## src/hw/csc_pkg.sv

```systemverilog
// Purpose: Shared constants and types for the clock synchronous serial channel.
// Assumes: One system clock at 10 MHz; registers reached over a plain strobe port.
// Notes: Offsets are byte addresses of 32-bit words.
package csc_pkg;

    // ************************************************************
    // Register map
    // ************************************************************
    localparam logic [7:0] ADDR_MODE = 8'h00;
    localparam logic [7:0] ADDR_CTRL = 8'h04;
    localparam logic [7:0] ADDR_BRG = 8'h08;
    localparam logic [7:0] ADDR_TXBUF = 8'h0c;
    localparam logic [7:0] ADDR_RXBUF = 8'h10;
    localparam logic [7:0] ADDR_STAT = 8'h14;

    // ************************************************************
    // Field positions
    // ************************************************************
    localparam int MODE_SRC_LO = 0;
    localparam int MODE_EXT_BIT = 3;
    localparam int MODE_POL_BIT = 6;
    localparam int MODE_MSB_BIT = 7;
    localparam int CTRL_TE_BIT = 0;
    localparam int CTRL_RE_BIT = 2;
    localparam int CTRL_OD_BIT = 3;
    localparam int CTRL_TXI_BIT = 4;
    localparam int CTRL_CONT_BIT = 5;
    localparam int CTRL_DUAL_BIT = 6;
    localparam int CTRL_PINSEL_BIT = 7;
    localparam int CTRL_CLKDIR_BIT = 8;
    localparam int STAT_TBE_BIT = 0;
    localparam int STAT_TXEPT_BIT = 1;
    localparam int STAT_RXFULL_BIT = 2;
    localparam int STAT_OVR_BIT = 3;
    localparam int STAT_TXIRQ_BIT = 4;
    localparam int STAT_RXIRQ_BIT = 5;
    localparam int STAT_BUSY_BIT = 6;

    // ************************************************************
    // Reset values and counts
    // ************************************************************
    localparam logic [7:0] MODE_RESET = 8'h00;
    localparam logic [8:0] CTRL_RESET = 9'h000;
    localparam logic [7:0] BRG_RESET = 8'h00;
    localparam int WORD_BITS = 8;
    localparam logic [4:0] PRE_DIV8 = 5'h07;
    localparam logic [4:0] PRE_DIV32 = 5'h1f;

    typedef enum logic [1:0] {
        CSC_SRC_UNDIV = 2'b00,
        CSC_SRC_DIV8 = 2'b01,
        CSC_SRC_DIV32 = 2'b10,
        CSC_SRC_SUB = 2'b11
    } csc_src_t;

    typedef enum logic [1:0] {
        CSC_IDLE = 2'b00,
        CSC_LOAD = 2'b01,
        CSC_SHIFT = 2'b10
    } csc_state_t;

    typedef struct packed {
        logic [7:0] addr;
        logic [31:0] wdata;
        logic wr;
        logic rd;
    } csc_bus_t;

    typedef struct packed {
        logic data_o;
        logic data_oe;
        logic clk_o;
        logic clk_oe;
        logic clk2_o;
        logic clk2_oe;
    } csc_pins_t;

endpackage : csc_pkg

```

## src/hw/csc_top.sv

```systemverilog
// Purpose: Serial channel zero in clock synchronous mode.
// Assumes: Pin inputs synchronous to sys_clk_in; subclock tick given as an enable input.
// Notes: Rules are listed below.
// Functional notes
// Every transfer moves one eight-bit word.
// Internal clock is prescaled source over 2(n+1).
// External clock comes from the clock pin.
// Transmit starts with enable set, buffer full.
// External clock must idle at the inverse of the polarity bit.
// Receive needs receive, transmit enable and data.
// Cause zero: request on buffer-to-shifter move.
// Cause one: request after last bit out.
// Receive request on word into buffer.
// Overrun when unread word gets overwritten.
// Overrun overwrites buffer, request bit unchanged.
// Polarity picks driving and sampling edge.
// Bit order picks LSB or MSB first.
// Continuous receive: buffer read re-enables reception.
// Dual clock output routes to one of two pins.
// Divisor accepts every value 0 to 255.
// Data pin idles high or floats open-drain.
// Receive-only still shifts out dummy word.
// Clock pin drives or inputs per source; with the external source the pin still drives when clk_dir is set.
// Order bit zero LSB first, one MSB.
// Eight clock periods per transfer.
module csc_top (
    input wire logic sys_clk_in,
    input wire logic rst_b_in,
    input wire csc_pkg::csc_bus_t bus_in,
    input wire logic subclk_tick_in,
    input wire logic serial_in_pin_in,
    input wire logic serial_clock_pin_in,
    output csc_pkg::csc_pins_t pins_out,
    output logic [31:0] rdata_out,
    output logic tx_irq_out,
    output logic rx_irq_out
);

    // ************************************************************
    // Registers
    // ************************************************************
    logic [7:0] mode_q;
    logic [8:0] ctrl_q;
    logic [7:0] brg_q;
    logic [7:0] txbuf_q;
    logic [7:0] rxbuf_q;
    logic tbe_q;
    logic rxfull_q;
    logic ovr_q;
    logic txirq_q;
    logic rxirq_q;
    logic cont_arm_q;
    logic [4:0] pre_q;
    logic [7:0] brg_cnt_q;
    logic iclk_q;
    logic ext_q;
    logic [7:0] tsr_q;
    logic [7:0] rsr_q;
    logic [3:0] bits_q;
    logic txept_q;
    csc_pkg::csc_state_t state_q;
    csc_pkg::csc_pins_t pins_q;

    // ************************************************************
    // Decode
    // ************************************************************
    wire wr_mode = bus_in.wr && bus_in.addr == csc_pkg::ADDR_MODE;
    wire wr_ctrl = bus_in.wr && bus_in.addr == csc_pkg::ADDR_CTRL;
    wire wr_brg = bus_in.wr && bus_in.addr == csc_pkg::ADDR_BRG;
    wire wr_tx = bus_in.wr && bus_in.addr == csc_pkg::ADDR_TXBUF;
    wire wr_stat = bus_in.wr && bus_in.addr == csc_pkg::ADDR_STAT;
    wire rd_rx = bus_in.rd && bus_in.addr == csc_pkg::ADDR_RXBUF;
    wire ext_sel = mode_q[csc_pkg::MODE_EXT_BIT];
    wire pol = mode_q[csc_pkg::MODE_POL_BIT];
    wire msb = mode_q[csc_pkg::MODE_MSB_BIT];
    wire te = ctrl_q[csc_pkg::CTRL_TE_BIT];
    wire re = ctrl_q[csc_pkg::CTRL_RE_BIT];
    wire od = ctrl_q[csc_pkg::CTRL_OD_BIT];
    wire txi_sel = ctrl_q[csc_pkg::CTRL_TXI_BIT];
    wire cont = ctrl_q[csc_pkg::CTRL_CONT_BIT];
    wire dual = ctrl_q[csc_pkg::CTRL_DUAL_BIT];
    wire pin_sel = ctrl_q[csc_pkg::CTRL_PINSEL_BIT];
    wire clk_dir = ctrl_q[csc_pkg::CTRL_CLKDIR_BIT];
    wire [1:0] src = mode_q[csc_pkg::MODE_SRC_LO +: 2];

    // ************************************************************
    // Prescaler and bit rate generator
    // ************************************************************
    wire [4:0] pre_nx = pre_q + 5'h01;
    wire tick_8 = (pre_q[2:0] == csc_pkg::PRE_DIV8[2:0]);
    wire tick_32 = (pre_q == csc_pkg::PRE_DIV32);
    logic pre_tick;
    always_comb begin
        case (csc_pkg::csc_src_t'(src))
            csc_pkg::CSC_SRC_UNDIV: pre_tick = 1'b1;
            csc_pkg::CSC_SRC_DIV8: pre_tick = tick_8;
            csc_pkg::CSC_SRC_DIV32: pre_tick = tick_32;
            default: pre_tick = subclk_tick_in;
        endcase
    end
    wire brg_wrap = pre_tick && brg_cnt_q == 8'h00;
    wire active = state_q == csc_pkg::CSC_SHIFT;

    // ************************************************************
    // Transfer clock edges
    // ************************************************************
    // Raw clock level: idle level is high for polarity zero, low for one.
    wire clk_lvl = ext_sel ? serial_clock_pin_in : iclk_q;
    wire idle_lvl = ~pol;
    wire int_toggle = !ext_sel && active && brg_wrap;
    wire ext_edge = ext_sel && (serial_clock_pin_in != ext_q);
    wire lvl_next = ext_sel ? serial_clock_pin_in : ~iclk_q;
    wire edge_ev = int_toggle || (ext_edge && active);
    // Leading edge leaves idle level: drive data; trailing edge returns: sample.
    wire drive_ev = edge_ev && (lvl_next != idle_lvl);
    wire sample_ev = edge_ev && (lvl_next == idle_lvl);
    wire start_ok = te && !tbe_q && (!ext_sel || clk_lvl == idle_lvl);
    wire rx_on = re && (cont ? cont_arm_q : 1'b1);
    wire last_bit = sample_ev && bits_q == 4'(csc_pkg::WORD_BITS - 1);
    wire [7:0] rx_word = msb ? {rsr_q[6:0], serial_in_pin_in}
                             : {serial_in_pin_in, rsr_q[7:1]};
    wire tx_bit = msb ? tsr_q[7] : tsr_q[0];
    wire load_ev = state_q == csc_pkg::CSC_LOAD;
    wire word_done = last_bit && rx_on;

    // ************************************************************
    // Control registers
    // ************************************************************
    always_ff @(posedge sys_clk_in or negedge rst_b_in) begin
        if (!rst_b_in) begin
            mode_q <= csc_pkg::MODE_RESET;
            ctrl_q <= csc_pkg::CTRL_RESET;
            brg_q <= csc_pkg::BRG_RESET;
            txbuf_q <= 8'h00;
        end else begin
            if (wr_mode) mode_q <= bus_in.wdata[7:0];
            if (wr_ctrl) ctrl_q <= bus_in.wdata[8:0];
            if (wr_brg) brg_q <= bus_in.wdata[7:0];
            if (wr_tx) txbuf_q <= bus_in.wdata[7:0];
        end
    end

    // ************************************************************
    // Clock generation
    // ************************************************************
    always_ff @(posedge sys_clk_in or negedge rst_b_in) begin
        if (!rst_b_in) begin
            pre_q <= 5'h00;
            brg_cnt_q <= 8'h00;
            iclk_q <= 1'b1;
            ext_q <= 1'b1;
        end else begin
            pre_q <= pre_nx;
            ext_q <= serial_clock_pin_in;
            if (!active) begin
                brg_cnt_q <= brg_q;
                iclk_q <= idle_lvl;
            end else if (pre_tick) begin
                brg_cnt_q <= brg_wrap ? brg_q : brg_cnt_q - 8'h01;
                if (int_toggle) iclk_q <= ~iclk_q;
            end
        end
    end

    // ************************************************************
    // Shift engine
    // ************************************************************
    always_ff @(posedge sys_clk_in or negedge rst_b_in) begin
        if (!rst_b_in) begin
            state_q <= csc_pkg::CSC_IDLE;
            tsr_q <= 8'hff;
            rsr_q <= 8'h00;
            bits_q <= 4'h0;
            txept_q <= 1'b1;
        end else begin
            case (state_q)
                csc_pkg::CSC_IDLE: begin
                    // The line returns high one cycle after the last clock edge.
                    tsr_q <= 8'hff;
                    if (start_ok) state_q <= csc_pkg::CSC_LOAD;
                end
                csc_pkg::CSC_LOAD: begin
                    tsr_q <= txbuf_q;
                    bits_q <= 4'h0;
                    txept_q <= 1'b0;
                    state_q <= csc_pkg::CSC_SHIFT;
                end
                csc_pkg::CSC_SHIFT: begin
                    if (sample_ev) begin
                        rsr_q <= rx_word;
                        bits_q <= bits_q + 4'h1;
                    end
                    if (drive_ev && bits_q != 4'h0) begin
                        tsr_q <= msb ? {tsr_q[6:0], 1'b1} : {1'b1, tsr_q[7:1]};
                    end
                    if (last_bit) begin
                        txept_q <= 1'b1;
                        state_q <= csc_pkg::CSC_IDLE;
                    end
                end
                default: state_q <= csc_pkg::CSC_IDLE;
            endcase
        end
    end

    // ************************************************************
    // Status flags
    // ************************************************************
    always_ff @(posedge sys_clk_in or negedge rst_b_in) begin
        if (!rst_b_in) begin
            tbe_q <= 1'b1;
            rxbuf_q <= 8'h00;
            rxfull_q <= 1'b0;
            ovr_q <= 1'b0;
            txirq_q <= 1'b0;
            rxirq_q <= 1'b0;
            cont_arm_q <= 1'b0;
        end else begin
            if (load_ev) tbe_q <= 1'b1;
            else if (wr_tx) tbe_q <= 1'b0;
            else if (rd_rx && cont) tbe_q <= 1'b0;
            if (wr_tx) cont_arm_q <= 1'b1;
            else if (word_done) cont_arm_q <= 1'b0;
            else if (rd_rx && cont) cont_arm_q <= 1'b1;
            if ((load_ev && !txi_sel) || (last_bit && txi_sel)) begin
                txirq_q <= 1'b1;
            end else if (wr_stat && bus_in.wdata[csc_pkg::STAT_TXIRQ_BIT]) begin
                txirq_q <= 1'b0;
            end
            if (word_done) begin
                rxbuf_q <= rx_word;
                rxfull_q <= 1'b1;
                if (rxfull_q && !rd_rx) ovr_q <= 1'b1;
                else rxirq_q <= 1'b1;
            end else begin
                if (rd_rx) rxfull_q <= 1'b0;
                if (wr_stat && bus_in.wdata[csc_pkg::STAT_RXIRQ_BIT]) rxirq_q <= 1'b0;
                if (wr_stat && bus_in.wdata[csc_pkg::STAT_OVR_BIT]) ovr_q <= 1'b0;
            end
        end
    end

    // ************************************************************
    // Read data and pins
    // ************************************************************
    logic [31:0] rd_d;
    always_comb begin
        rd_d = 32'h0000_0000;
        case (bus_in.addr)
            csc_pkg::ADDR_MODE: rd_d[7:0] = mode_q;
            csc_pkg::ADDR_CTRL: rd_d[8:0] = ctrl_q;
            csc_pkg::ADDR_BRG: rd_d[7:0] = brg_q;
            csc_pkg::ADDR_TXBUF: rd_d[7:0] = txbuf_q;
            csc_pkg::ADDR_RXBUF: rd_d[7:0] = rxbuf_q;
            csc_pkg::ADDR_STAT: rd_d[6:0] = {active, rxirq_q, txirq_q, ovr_q,
                                             rxfull_q, txept_q, tbe_q};
            default: rd_d = 32'h0000_0000;
        endcase
    end

    wire out_bit = tx_bit;
    wire int_clk_on = !ext_sel;
    csc_pkg::csc_pins_t pins_d;
    always_comb begin
        pins_d.data_o = out_bit;
        pins_d.data_oe = od ? !out_bit : 1'b1;
        pins_d.clk_o = iclk_q;
        pins_d.clk_oe = int_clk_on ? !(dual && pin_sel) : clk_dir;
        pins_d.clk2_o = iclk_q;
        pins_d.clk2_oe = int_clk_on && dual && pin_sel;
    end

    always_ff @(posedge sys_clk_in or negedge rst_b_in) begin
        if (!rst_b_in) begin
            rdata_out <= 32'h0000_0000;
            pins_q <= '{1'b1, 1'b0, 1'b1, 1'b0, 1'b1, 1'b0};
        end else begin
            rdata_out <= bus_in.rd ? rd_d : 32'h0000_0000;
            pins_q <= pins_d;
        end
    end

    assign pins_out = pins_q;
    assign tx_irq_out = txirq_q;
    assign rx_irq_out = rxirq_q;

endmodule : csc_top

```

## config.mk

```make
export PLATFORM = sky130hd
export DESIGN_NAME = csc_top
export DESIGN_NICKNAME = d
export VERILOG_FILES = /design/src/hw/csc_pkg.sv /design/src/hw/csc_top.sv
export SDC_FILE = /design/constraint.sdc
export NUM_CORES = 1
export LEC_CHECK = 0
export ABC_AREA = 1
export BUFFER_PORTS_ARGS = -buffer_cell sky130_fd_sc_hd__buf_2
export CORE_ASPECT_RATIO = 0.6
export CORE_MARGIN = 8
export CORE_UTILIZATION = 46
export CTS_BUF_LIST = sky130_fd_sc_hd__clkbuf_2
export CTS_CLUSTER_DIAMETER = 120
export DETAILED_ROUTE_END_ITERATION = 8
export GPL_ROUTABILITY_DRIVEN = 0
export PLACE_DENSITY = 0.67
export SLEW_MARGIN = 20
export SYNTH_ARGS = -nofsm -noshare
export SYNTH_HDL_FRONTEND = slang
export SYNTH_SLANG_ARGS = --single-unit
```

## constraint.sdc

```tcl
create_clock -name sys_clk_in -period 2.13 [get_ports sys_clk_in]
set_input_delay 0.426 -clock sys_clk_in [delete_from_list [all_inputs] [get_ports sys_clk_in]]
set_output_delay 0.426 -clock sys_clk_in [all_outputs]
set_load 0.05 [all_outputs]
```

==> impl.org, run 1 <==
** GRT
- Total grt overflow :: 0
- The first global-routing pass estimated 20900 µm of wire.
- Initial antenna violation count :: 0
- Number of global-route vias before repair :: 4046
- Maximum number of pins on one net before global-route repair :: 45
- In the global route stage, overall resource usage came out at 17.4%.

** Place
- Final HPWL DP :: 9780 µm
- Counting tap cells, the placed design contains a total of 808 instances.
- Post-Place Cell Area :: 0.00548 mm²
- In this run the tool buffered the top-level ports with 40 buffer cells.

** Synthesis
- Sorting the synthesized cells by how often they occur yields sky130_fd_sc_hd__nand2_1, sky130_fd_sc_hd__dfrtp_1, sky130_fd_sc_hd__inv_1.
- Synthesized area :: 0.00516 mm²
- Synthesized flop and latch total :: 99
- Warnings, synthesis :: 0
- For this run, the leading register cell type out of synthesis is sky130_fd_sc_hd__dfrtp_1.
- In the post-synthesis netlist, the cell with the most instances is sky130_fd_sc_hd__nand2_1.
- Yosys attributes the largest share of cell area to sky130_fd_sc_hd__dfrtp_1, sky130_fd_sc_hd__nand2_1, sky130_fd_sc_hd__dfstp_2, sky130_fd_sc_hd__o21ai_0, sky130_fd_sc_hd__inv_1.
- Syn Inst Count :: 631
- The synthesized design contains 0 enable-type register cells.
- The synthesized design devotes to its leading area cell type 41.2% of total area.
- Each instance of the synthesized netlist takes up on average 8.18 µm².
- Yosys mapped the design onto 39 distinct sky130hd cell types.
- sky130_fd_sc_hd__dfrtp_1 takes more of the synthesized area than any other cell.
- Counting flops with an async set or reset pin after synthesis yields a share of 100%.
- Summing the sequential cell areas from Yosys gives 48.3% of the chip area.

** CTS
- The cell sitting at the root of the clock tree is a sky130_fd_sc_hd__clkbuf_2.
- Counting every sink on the clock net gives 99.
- Clock tree synthesis inserted a total of 9 buffers.
- TritonCTS clock tree :: done
- The clock reaches the later pin of the worst-skew pair after 580 ps.
- Clock Tree Buf Depth :: 2
- The clock tree synthesis step divided the H-tree into 3 levels.
- Clock-pin slew was measured on the worst setup and hold paths at 290 ps.

** Die
- Once the floorplan was initialized, standard cells occupied 46.5% of the core.
- From left edge to right edge, the die measures 153 µm.
- In this run the core area contains 30 standard-cell rows.
- Measured along the y axis, the die boundary spans 98.1 µm.
- The core region is 0.0111 mm².
- Die footprint :: 0.0150 mm²
- I/O pin count :: 87

** STA
- Final critical-path share of the clock period :: 92.8%
- The clock period could shrink to 1980 ps.
- Between clock sinks in the finished design, the worst skew comes to 43.4 ps.
- Max Freq :: 506 MHz
- Adding up every negative setup slack in the final design gives 0 ps.
- Slew @ Worst Pin :: 525 ps
- The hold violation count in the final report was 0.
- Setup repair after global routing could not meet its margin everywhere.
- Final Max Slew Viols :: 0
- Setup-failing EPs final :: 0
- Relative slew slack :: 64.8%

** Hold path
- Along the worst hold path, the cell count comes to 3.
- Hold path startpoint :: bus_in[2]
- The worst hold path terminates at txbuf_q[0]$_DFFE_PN0P_.
- HP Class :: input pin to flop

** Drt
- Total Routed Length :: 12700 µm
- Summing over every cut layer, the via total after detailed routing is 4215.
- After the first detailed-routing iteration, the DRC count stood at 411.
- In the final routed layout, each cell accounts on average for 15.3 µm.
- The detail route stage leaves a number of antenna-violating nets equal to 0.
- After detailed routing, the number of remaining DRC violations is 0.
- Detailed Routing Iterations Pass 1 :: 5
- Using the TritonRoute via totals, the vias-per-cell ratio works out to 5.10.

** Cells and area
- Relative to the synthesized area, the layout overhead comes to 9.75%.
- In the final layout, the share of cells above drive strength 1 is 17.0%.
- The count of cells in the finished layout, fillers not included, comes to 827.
- Final cell area excluding filler cells :: 0.00566 mm²
- Antenna cell count :: 0
- For this run, the post-layout net count is 736.

** Run
- Count of maximum capacitance violations :: 0

** Worst setup path
- Critical R2R Capture :: tsr_q[3]$_DFFE_PN1P_
- Top fanout value on the critical path :: 9
- Critical register-to-register path startpoint :: pre_q[0]$_DFF_PN0_
- The slowest stage of the critical path belongs to the cell sky130_fd_sc_hd__dfrtp_1.
- Class of the most critical setup path :: flop to flop
- Across all register-to-register paths, the minimum setup slack is 150 ps.
- In this design, the stage delay of the slowest critical-path cell is 460 ps.
- The most critical setup path has its startpoint at pre_q[0]$_DFF_PN0_.
- STA classifies the critical path startpoint as a flop.
- The worst setup path is captured at a flop.
- Required @ worst endpoint :: 2660 ps
- In this design, the critical path's most frequently occurring cell is sky130_fd_sc_hd__nand2_1.
- Data arrives at the worst endpoint at 2500 ps.
- Traced cell by cell, the critical path runs through ha_1 > nand2_1 > nor2_1 > ha_1 > inv_1 > nand2_1 > nand2_1 > nand3_2 > nand3_1 > nand2_2 > nand2_1 > nand2_4 > nand2_8 > nand2_1 > nand2_1.
- For the worst flop-to-flop path, the logic depth is 15.

** Power and ir drop
- VDD IR max :: 0.579 mV
- Cell leakage power :: 2.76 nW
- The design draws 0.00524 W.
- Total power per unit cell area :: 925 mW/mm²

** Run status
- Result of the run :: complete, no violations
==> cell families after synthesis <==
group                      synth area share (%)
and+or+nand+nor                            20.6
AOI/OAI and AO/OA                          14.4
buffers and inverters                      12.2
DFF                                        48.3
adders and majority gates                  2.67
xor gates and xnor gates                   1.67
other                                    0.0727
==> registers in the layout, summed over array words and instances (netlist names), 2 cells and up <==
signal,count
bits_q,4
mode_q,8
rdata_out,9
pre_q,5
state_q,2
pins_out,5
rsr_q,8
brg_cnt_q,8
rxbuf_q,8
tsr_q,8
txbuf_q,8
ctrl_q,9
brg_q,8
==> how the worst max path moves through the flow <==
stage                                    end  slack, ps  depth (start not counted)
floorplan           brg_cnt_q[7]$_DFFE_PN0P_        360                         13
global placement    brg_cnt_q[1]$_DFFE_PN0P_         70                         14
detailed placement  brg_cnt_q[1]$_DFFE_PN0P_         30                         14
CTS                    bits_q[2]$_DFFE_PN0P_         30                         13
global route          cont_arm_q$_DFFE_PN0P_        -50                         14
finish                  tsr_q[3]$_DFFE_PN1P_        150                         15
==> placed cells by master (no fill, tap or decap), types with 2 or more instances in the layout <==
master                            n
sky130_fd_sc_hd__nand2_1        150
sky130_fd_sc_hd__dfrtp_1         85
sky130_fd_sc_hd__inv_1           84
sky130_fd_sc_hd__o21ai_0         66
sky130_fd_sc_hd__buf_2           39
sky130_fd_sc_hd__nor2_1          33
sky130_fd_sc_hd__nand3_1         30
sky130_fd_sc_hd__o21ai_1         24
sky130_fd_sc_hd__conb_1          23
sky130_fd_sc_hd__a21oi_1         15
sky130_fd_sc_hd__dfstp_2         14
sky130_fd_sc_hd__ha_1            11
sky130_fd_sc_hd__clkbuf_2        10
sky130_fd_sc_hd__buf_4           10
sky130_fd_sc_hd__o22ai_1          9
sky130_fd_sc_hd__xor2_1           7
sky130_fd_sc_hd__nor3_1           7
sky130_fd_sc_hd__o21ai_2          7
sky130_fd_sc_hd__nand2_2          6
sky130_fd_sc_hd__inv_2            5
sky130_fd_sc_hd__nand2_4          4
sky130_fd_sc_hd__o211ai_1         4
sky130_fd_sc_hd__buf_12           4
sky130_fd_sc_hd__clkinv_1         3
sky130_fd_sc_hd__nand3_2          3
sky130_fd_sc_hd__nand4_1          3
sky130_fd_sc_hd__clkinv_4         3
sky130_fd_sc_hd__dlygate4sd3_1    3
sky130_fd_sc_hd__nor3_4           2
sky130_fd_sc_hd__nor3_2           2
sky130_fd_sc_hd__and2_1           2
sky130_fd_sc_hd__o21a_1           2
sky130_fd_sc_hd__o31ai_1          2
==> area by class of cell <==
| cell class | count | area (µm²) |
|---|---|---|
| clock buffer | 10 | 50.0 |
| sequential | 99 | 2490 |
| fill | 1066 | 5450 |
| multi-input combinational | 421 | 2170 |
| clock inverter | 6 | 50.0 |
| timing repair buffer | 56 | 380 |
| inverter | 91 | 342 |
| tap | 144 | 180 |
==> per-layer routing <==
| metal | vias up | global-route usage (%) | part of all wire [%] |
|---|---|---|---|
| li1 | 2066 | - | - |
| met1 | 1993 | 25.7 | 49 |
| met2 | 147 | 23.9 | 40 |
| met3 | 9 | 5.60 | 10 |
| met4 | 0 | 4.01 | 0.85 |
| met5 | - | 0 | 0 |
==> what timing repair did <==
action | 4_1_cts | 5_1_grt
resized for setup | 1 | 11
hold buffers | 3 | 0
setup endpoints to repair | 2 | 42
pin swaps | 0 | 1
endpoints found under the hold margin | 28 | 0
setup buffers | 0 | 0
==> critical path: cells and delay by family (launching register included) <==
| family | cells | cell delay [ps] |
|---|---|---|
| and+or+nand+nor | 12 | 1020 |
| buffers and inverters | 1 | 60 |
| adders and majority gates | 2 | 390 |
| DFF | 1 | 460 |
==> per-stage QoR <==
step                setup slack [ps]  util [%]  hold slack (ps)
floorplan                        364         -              130
global placement                70.2      49.4              373
detailed placement              29.6      49.4              378
CTS                             31.2      50.6             22.0
global route                   -47.5      51.0             38.5
finish                           154      51.0             66.5
==> power breakdown <==
part	switching, W	internal (W)
clock	0.000659	0.000176
sequential	0.000188	0.00222
combinational	0.00132	0.000681
total	0.00216	0.00307
Note: power is estimated with default switching activity, not from simulation.
==> run 2, diff against run 1 <==
--- a/config.mk
+++ b/config.mk
@@ -5,7 +5,6 @@
 export SDC_FILE = /design/constraint.sdc
 export NUM_CORES = 1
 export LEC_CHECK = 0
-export ABC_AREA = 1
 export BUFFER_PORTS_ARGS = -buffer_cell sky130_fd_sc_hd__buf_2
 export CORE_ASPECT_RATIO = 0.6
 export CORE_MARGIN = 8
@@ -14,7 +13,7 @@
 export CTS_CLUSTER_DIAMETER = 120
 export DETAILED_ROUTE_END_ITERATION = 8
 export GPL_ROUTABILITY_DRIVEN = 0
-export PLACE_DENSITY = 0.67
+export PLACE_DENSITY = 0.68
 export SLEW_MARGIN = 20
 export SYNTH_ARGS = -nofsm -noshare
 export SYNTH_HDL_FRONTEND = slang
==> run 2 against run 1 <==
Net effect:
- the flow now finishes with violations (setup timing)
- utilization is 6.0 points higher
- highest routed layer unchanged
- final cell count is 18% lower
- combinational power is 9% higher
- routed wire length hardly changed
- sequential power hardly changed
- global-route usage hardly changed
- synthesized area is 2.1% lower
- sequential cell count stayed put
- synthesized cell count is 31% lower
- fmax is 16% lower
==> impl.org, run 2 <==
** GRT
- Wire length of the first global-routing pass :: 20300 µm
- Global routing used 17.4% of the available tracks across all layers.
- After global routing the overflow that remains totals 0.
- Entering global routing, the biggest net connects 30 pins.
- Initial antenna violation count :: 0
- Number of global-route vias before repair :: 3794

** Drt
- DRC violation total after the first TritonRoute iteration :: 240
- Post-detailed-route via-to-cell ratio :: 5.48
- In the final routed layout, each cell accounts on average for 18.7 µm.
- Before antenna repair, the detailed router went through 7 iterations.
- In this run the remaining antenna-violating nets after routing total 0.
- Vias after detailed routing :: 3704
- Total Routed Length :: 12700 µm
- In the routed design, unresolved DRC markers number 0.

** Synthesis
- Counting distinct cell types in the post-synthesis netlist gives 54.
- The cell area that synthesis handed to floorplanning was 0.00505 mm².
- Fraction of registers with async set or reset after synthesis :: 100%
- Synthesized flop and latch total :: 99
- After technology mapping, the gate count stands at 437.
- The biggest area contributor in the post-synthesis netlist is sky130_fd_sc_hd__dfrtp_1.
- In this run the biggest area consumer among cell types represents 42.1% of the synthesized area.
- Of the synthesized area, sequential elements account for 49.4%.
- By area the synthesized netlist is led by sky130_fd_sc_hd__dfrtp_1, sky130_fd_sc_hd__mux2_2, sky130_fd_sc_hd__dfstp_2, sky130_fd_sc_hd__nand2_1, sky130_fd_sc_hd__buf_4.
- EDFF count, synth :: 0
- Syn_area_per_cell :: 11.6 µm²
- Warnings, synthesis :: 0
- Most common flop cell mapped by yosys :: sky130_fd_sc_hd__dfrtp_1
- Leading cell types by count after synthesis :: sky130_fd_sc_hd__dfrtp_1, sky130_fd_sc_hd__mux2_2, sky130_fd_sc_hd__nand2_1
- sky130_fd_sc_hd__dfrtp_1 is the most common cell in the netlist.

** Worst setup path
- Data on the critical path is required at its endpoint by 2610 ps.
- Reg2Reg Setup Slack :: -230 ps
- Counting cells, the worst reg-to-reg path comes to 6.
- Critical R2R Capture :: rxbuf_q[1]$_DFFE_PN0P_
- Sum of buffers and inverters on the critical path :: 1
- Endpoint arrival time on the critical path :: 2840 ps
- Of all nets on the critical path, the largest fanout is 9.
- STA classifies the critical path startpoint as a flop.
- In this design, the stage delay of the slowest critical-path cell is 550 ps.
- The kind of cell with the highest combined delay along the critical path is simple AND/OR/NAND/NOR gates.
- By startpoint and endpoint, the worst setup path is classified as flop to flop.
- Crit path max-delay cell type :: sky130_fd_sc_hd__o41a_4
- Critical Path, Cell by Cell :: nor4_4 > nand3_2 > o41a_4 > nor3_4 > buf_12 > mux2_4
- The worst setup path is captured at a flop.
- The startpoint identified for the worst register-to-register timing path is brg_cnt_q[4]$_DFFE_PN0P_.

** STA
- Final critical-path share of the clock period :: 111%
- Setup violations remaining at the end of the flow were counted as 39.
- Final Max Slew Viols :: 0
- In the post-route analysis, the smallest setup slack over all paths is -231 ps.
- Setup repair after global routing could not meet its margin everywhere.
- Based on the critical path, the design can be clocked at up to 424 MHz.
- Time the final worst path needs with I/O delays and setup :: 2360 ps
- The tightest hold path in the finished design has a slack of 62.9 ps.
- The hold violation count in the final report is 0.
- The clock arrives with 26.7 ps of skew.

** CTS
- TritonCTS clock tree :: done
- The tree is rooted in a sky130_fd_sc_hd__clkbuf_2.
- The number of clock buffers added by TritonCTS is 9.
- Worst-skew pair later-pin latency :: 570 ps
- Sink Count :: 99
- CTS built an H-tree with a depth of 3.
- Clock-pin slew was measured on the worst setup and hold paths at 260 ps.
- Clock Tree Buf Depth :: 2

** Power and ir drop
- Power spread over the standard cell area amounts to 893 mW/mm².
- For this design the static power due to leakage is 2.82 nW.
- Total power :: 0.00540 W
- The worst-case IR drop observed on VDD is 0.912 mV.

** Die
- Initial core utilization :: 47.5%
- After floorplanning, the core was sized to cover 0.0106 mm².
- Rows :: 29
- 87 I/O pins were placed.
- Die Span Y :: 97.2 µm
- Overall die width :: 151 µm
- The die covers 0.0147 mm².

** Run
- Count of maximum capacitance violations :: 0

** Cells and area
- The post-route netlist has 40.6% of its cells at a drive strength greater than 1.
- Summing all non-filler instances in the final layout gives an area of 0.00605 mm².
- Post-layout net count :: 590
- Antenna cell count :: 0
- The largest registers in the layout are ctrl_q: 9 flops, rdata_out: 9 flops.
- The library cell used most frequently in the layout, excluding fill and tap cells, is sky130_fd_sc_hd__dfrtp_1.
- Area growth from synthesis to layout :: 19.8%
- Leaving out fill and tap cells, the most frequent cells in the layout are sky130_fd_sc_hd__dfrtp_1, sky130_fd_sc_hd__nand2_1, sky130_fd_sc_hd__buf_4, sky130_fd_sc_hd__mux2_2, sky130_fd_sc_hd__buf_2.

** Place
- Post-Place Cell Area :: 0.00577 mm²
- Detailed placement finished with a half-perimeter wire length of 9410 µm.
- Input/output buffers :: 40

** Run status
- Result of the run :: finished, violations left
- The checks that failed: setup timing.

** Hold path
- HP Class :: input pin to flop
- Hold-critical path depth :: 3
- The worst hold path begins at bus_in[3].
- The worst hold path terminates at txbuf_q[1]$_DFFE_PN0P_.
run 2: report_power, final:
| part | switching, W | leakage (nW) | internal (W) |
|---|---|---|---|
| clock | 0.000613 | 0.0642 | 0.000255 |
| sequential | 0.000173 | 1.28 | 0.00219 |
| combinational | 0.00118 | 1.47 | 0.000994 |
run 2: area by class of cell:
| type | instances | area (µm²) |
|---|---|---|
| inverters | 16 | 60.1 |
| well taps | 139 | 174 |
| fillers | 915 | 4580 |
| flip-flops and latches | 99 | 2490 |
| clock inverters | 7 | 58.8 |
| repair buffers | 104 | 741 |
| clock buffers | 9 | 45.0 |
| multi-input cells | 302 | 2480 |
run 2: timing repair:
item,CTS,global route
setup buffers,2,1
gates resized for setup,18,14
setup endpoints to repair,42,44
cloned,1,1
hold buffers,2,0
hold endpoints to repair,23,0
pin swaps,6,3
run 2: kinds of logic after synthesis:
logic type	after synthesis	synth area share [%]
AO/OA/AOI/OAI	63	9.14
buffers and inverters	59	6.39
XOR/XNOR	4	0.694
other	1	0.0742
AND/OR/NAND/NOR	118	11.8
adder cells (fa/ha/maj)	11	2.72
multiplexers	82	19.8
flip-flops	99	49.4
run 2: routing by layer:
metal	vias to the layer above	track usage, %	part of all wire (%)
met5	-	0	0
met4	0	3.33	0.74
li1	1715	-	-
met2	114	25.4	42
met3	8	4.74	7.7
met1	1867	25.3	49
run 2: tightest hold or removal path, cell delays in order:
cell and delay (ps):
sky130_fd_sc_hd__buf_2 120, sky130_fd_sc_hd__nand2_1 50, sky130_fd_sc_hd__nand2_1 40
run 2: worst max-delay path by stage:
stage / start / to / slack, ps / cells after the start
2_1_floorplan: pre_q[0]$_DFF_PN0_ / rxbuf_q[0]$_DFFE_PN0P_ / -280 / 9
4_1_cts: pre_q[1]$_DFF_PN0_ / rxbuf_q[3]$_DFFE_PN0P_ / -220 / 9
6_report: brg_cnt_q[4]$_DFFE_PN0P_ / rxbuf_q[1]$_DFFE_PN0P_ / -230 / 6
3_5_place_dp: pre_q[1]$_DFF_PN0_ / rx_irq_out$_DFFE_PN0P_ / -340 / 9
3_3_place_gp: pre_q[1]$_DFF_PN0_ / rsr_q[3]$_DFFE_PN0P_ / -280 / 9
5_1_grt: pre_q[0]$_DFF_PN0_ / rxbuf_q[0]$_DFFE_PN0P_ / -330 / 9
run 2: metrics by stage:
stage | util (%) | TNS (ps) | worst slack, ps | instances
after global routing | 56.9 | -11350 | -333 | 676
after CTS | 56.4 | -6760 | -216 | 674
after floorplan | - | -4110 | -283 | 459
after detailed placement | 54.2 | -10620 | -344 | 653
after global placement | 54.2 | -8110 | -279 | 653
final | 56.9 | -7070 | -231 | 676
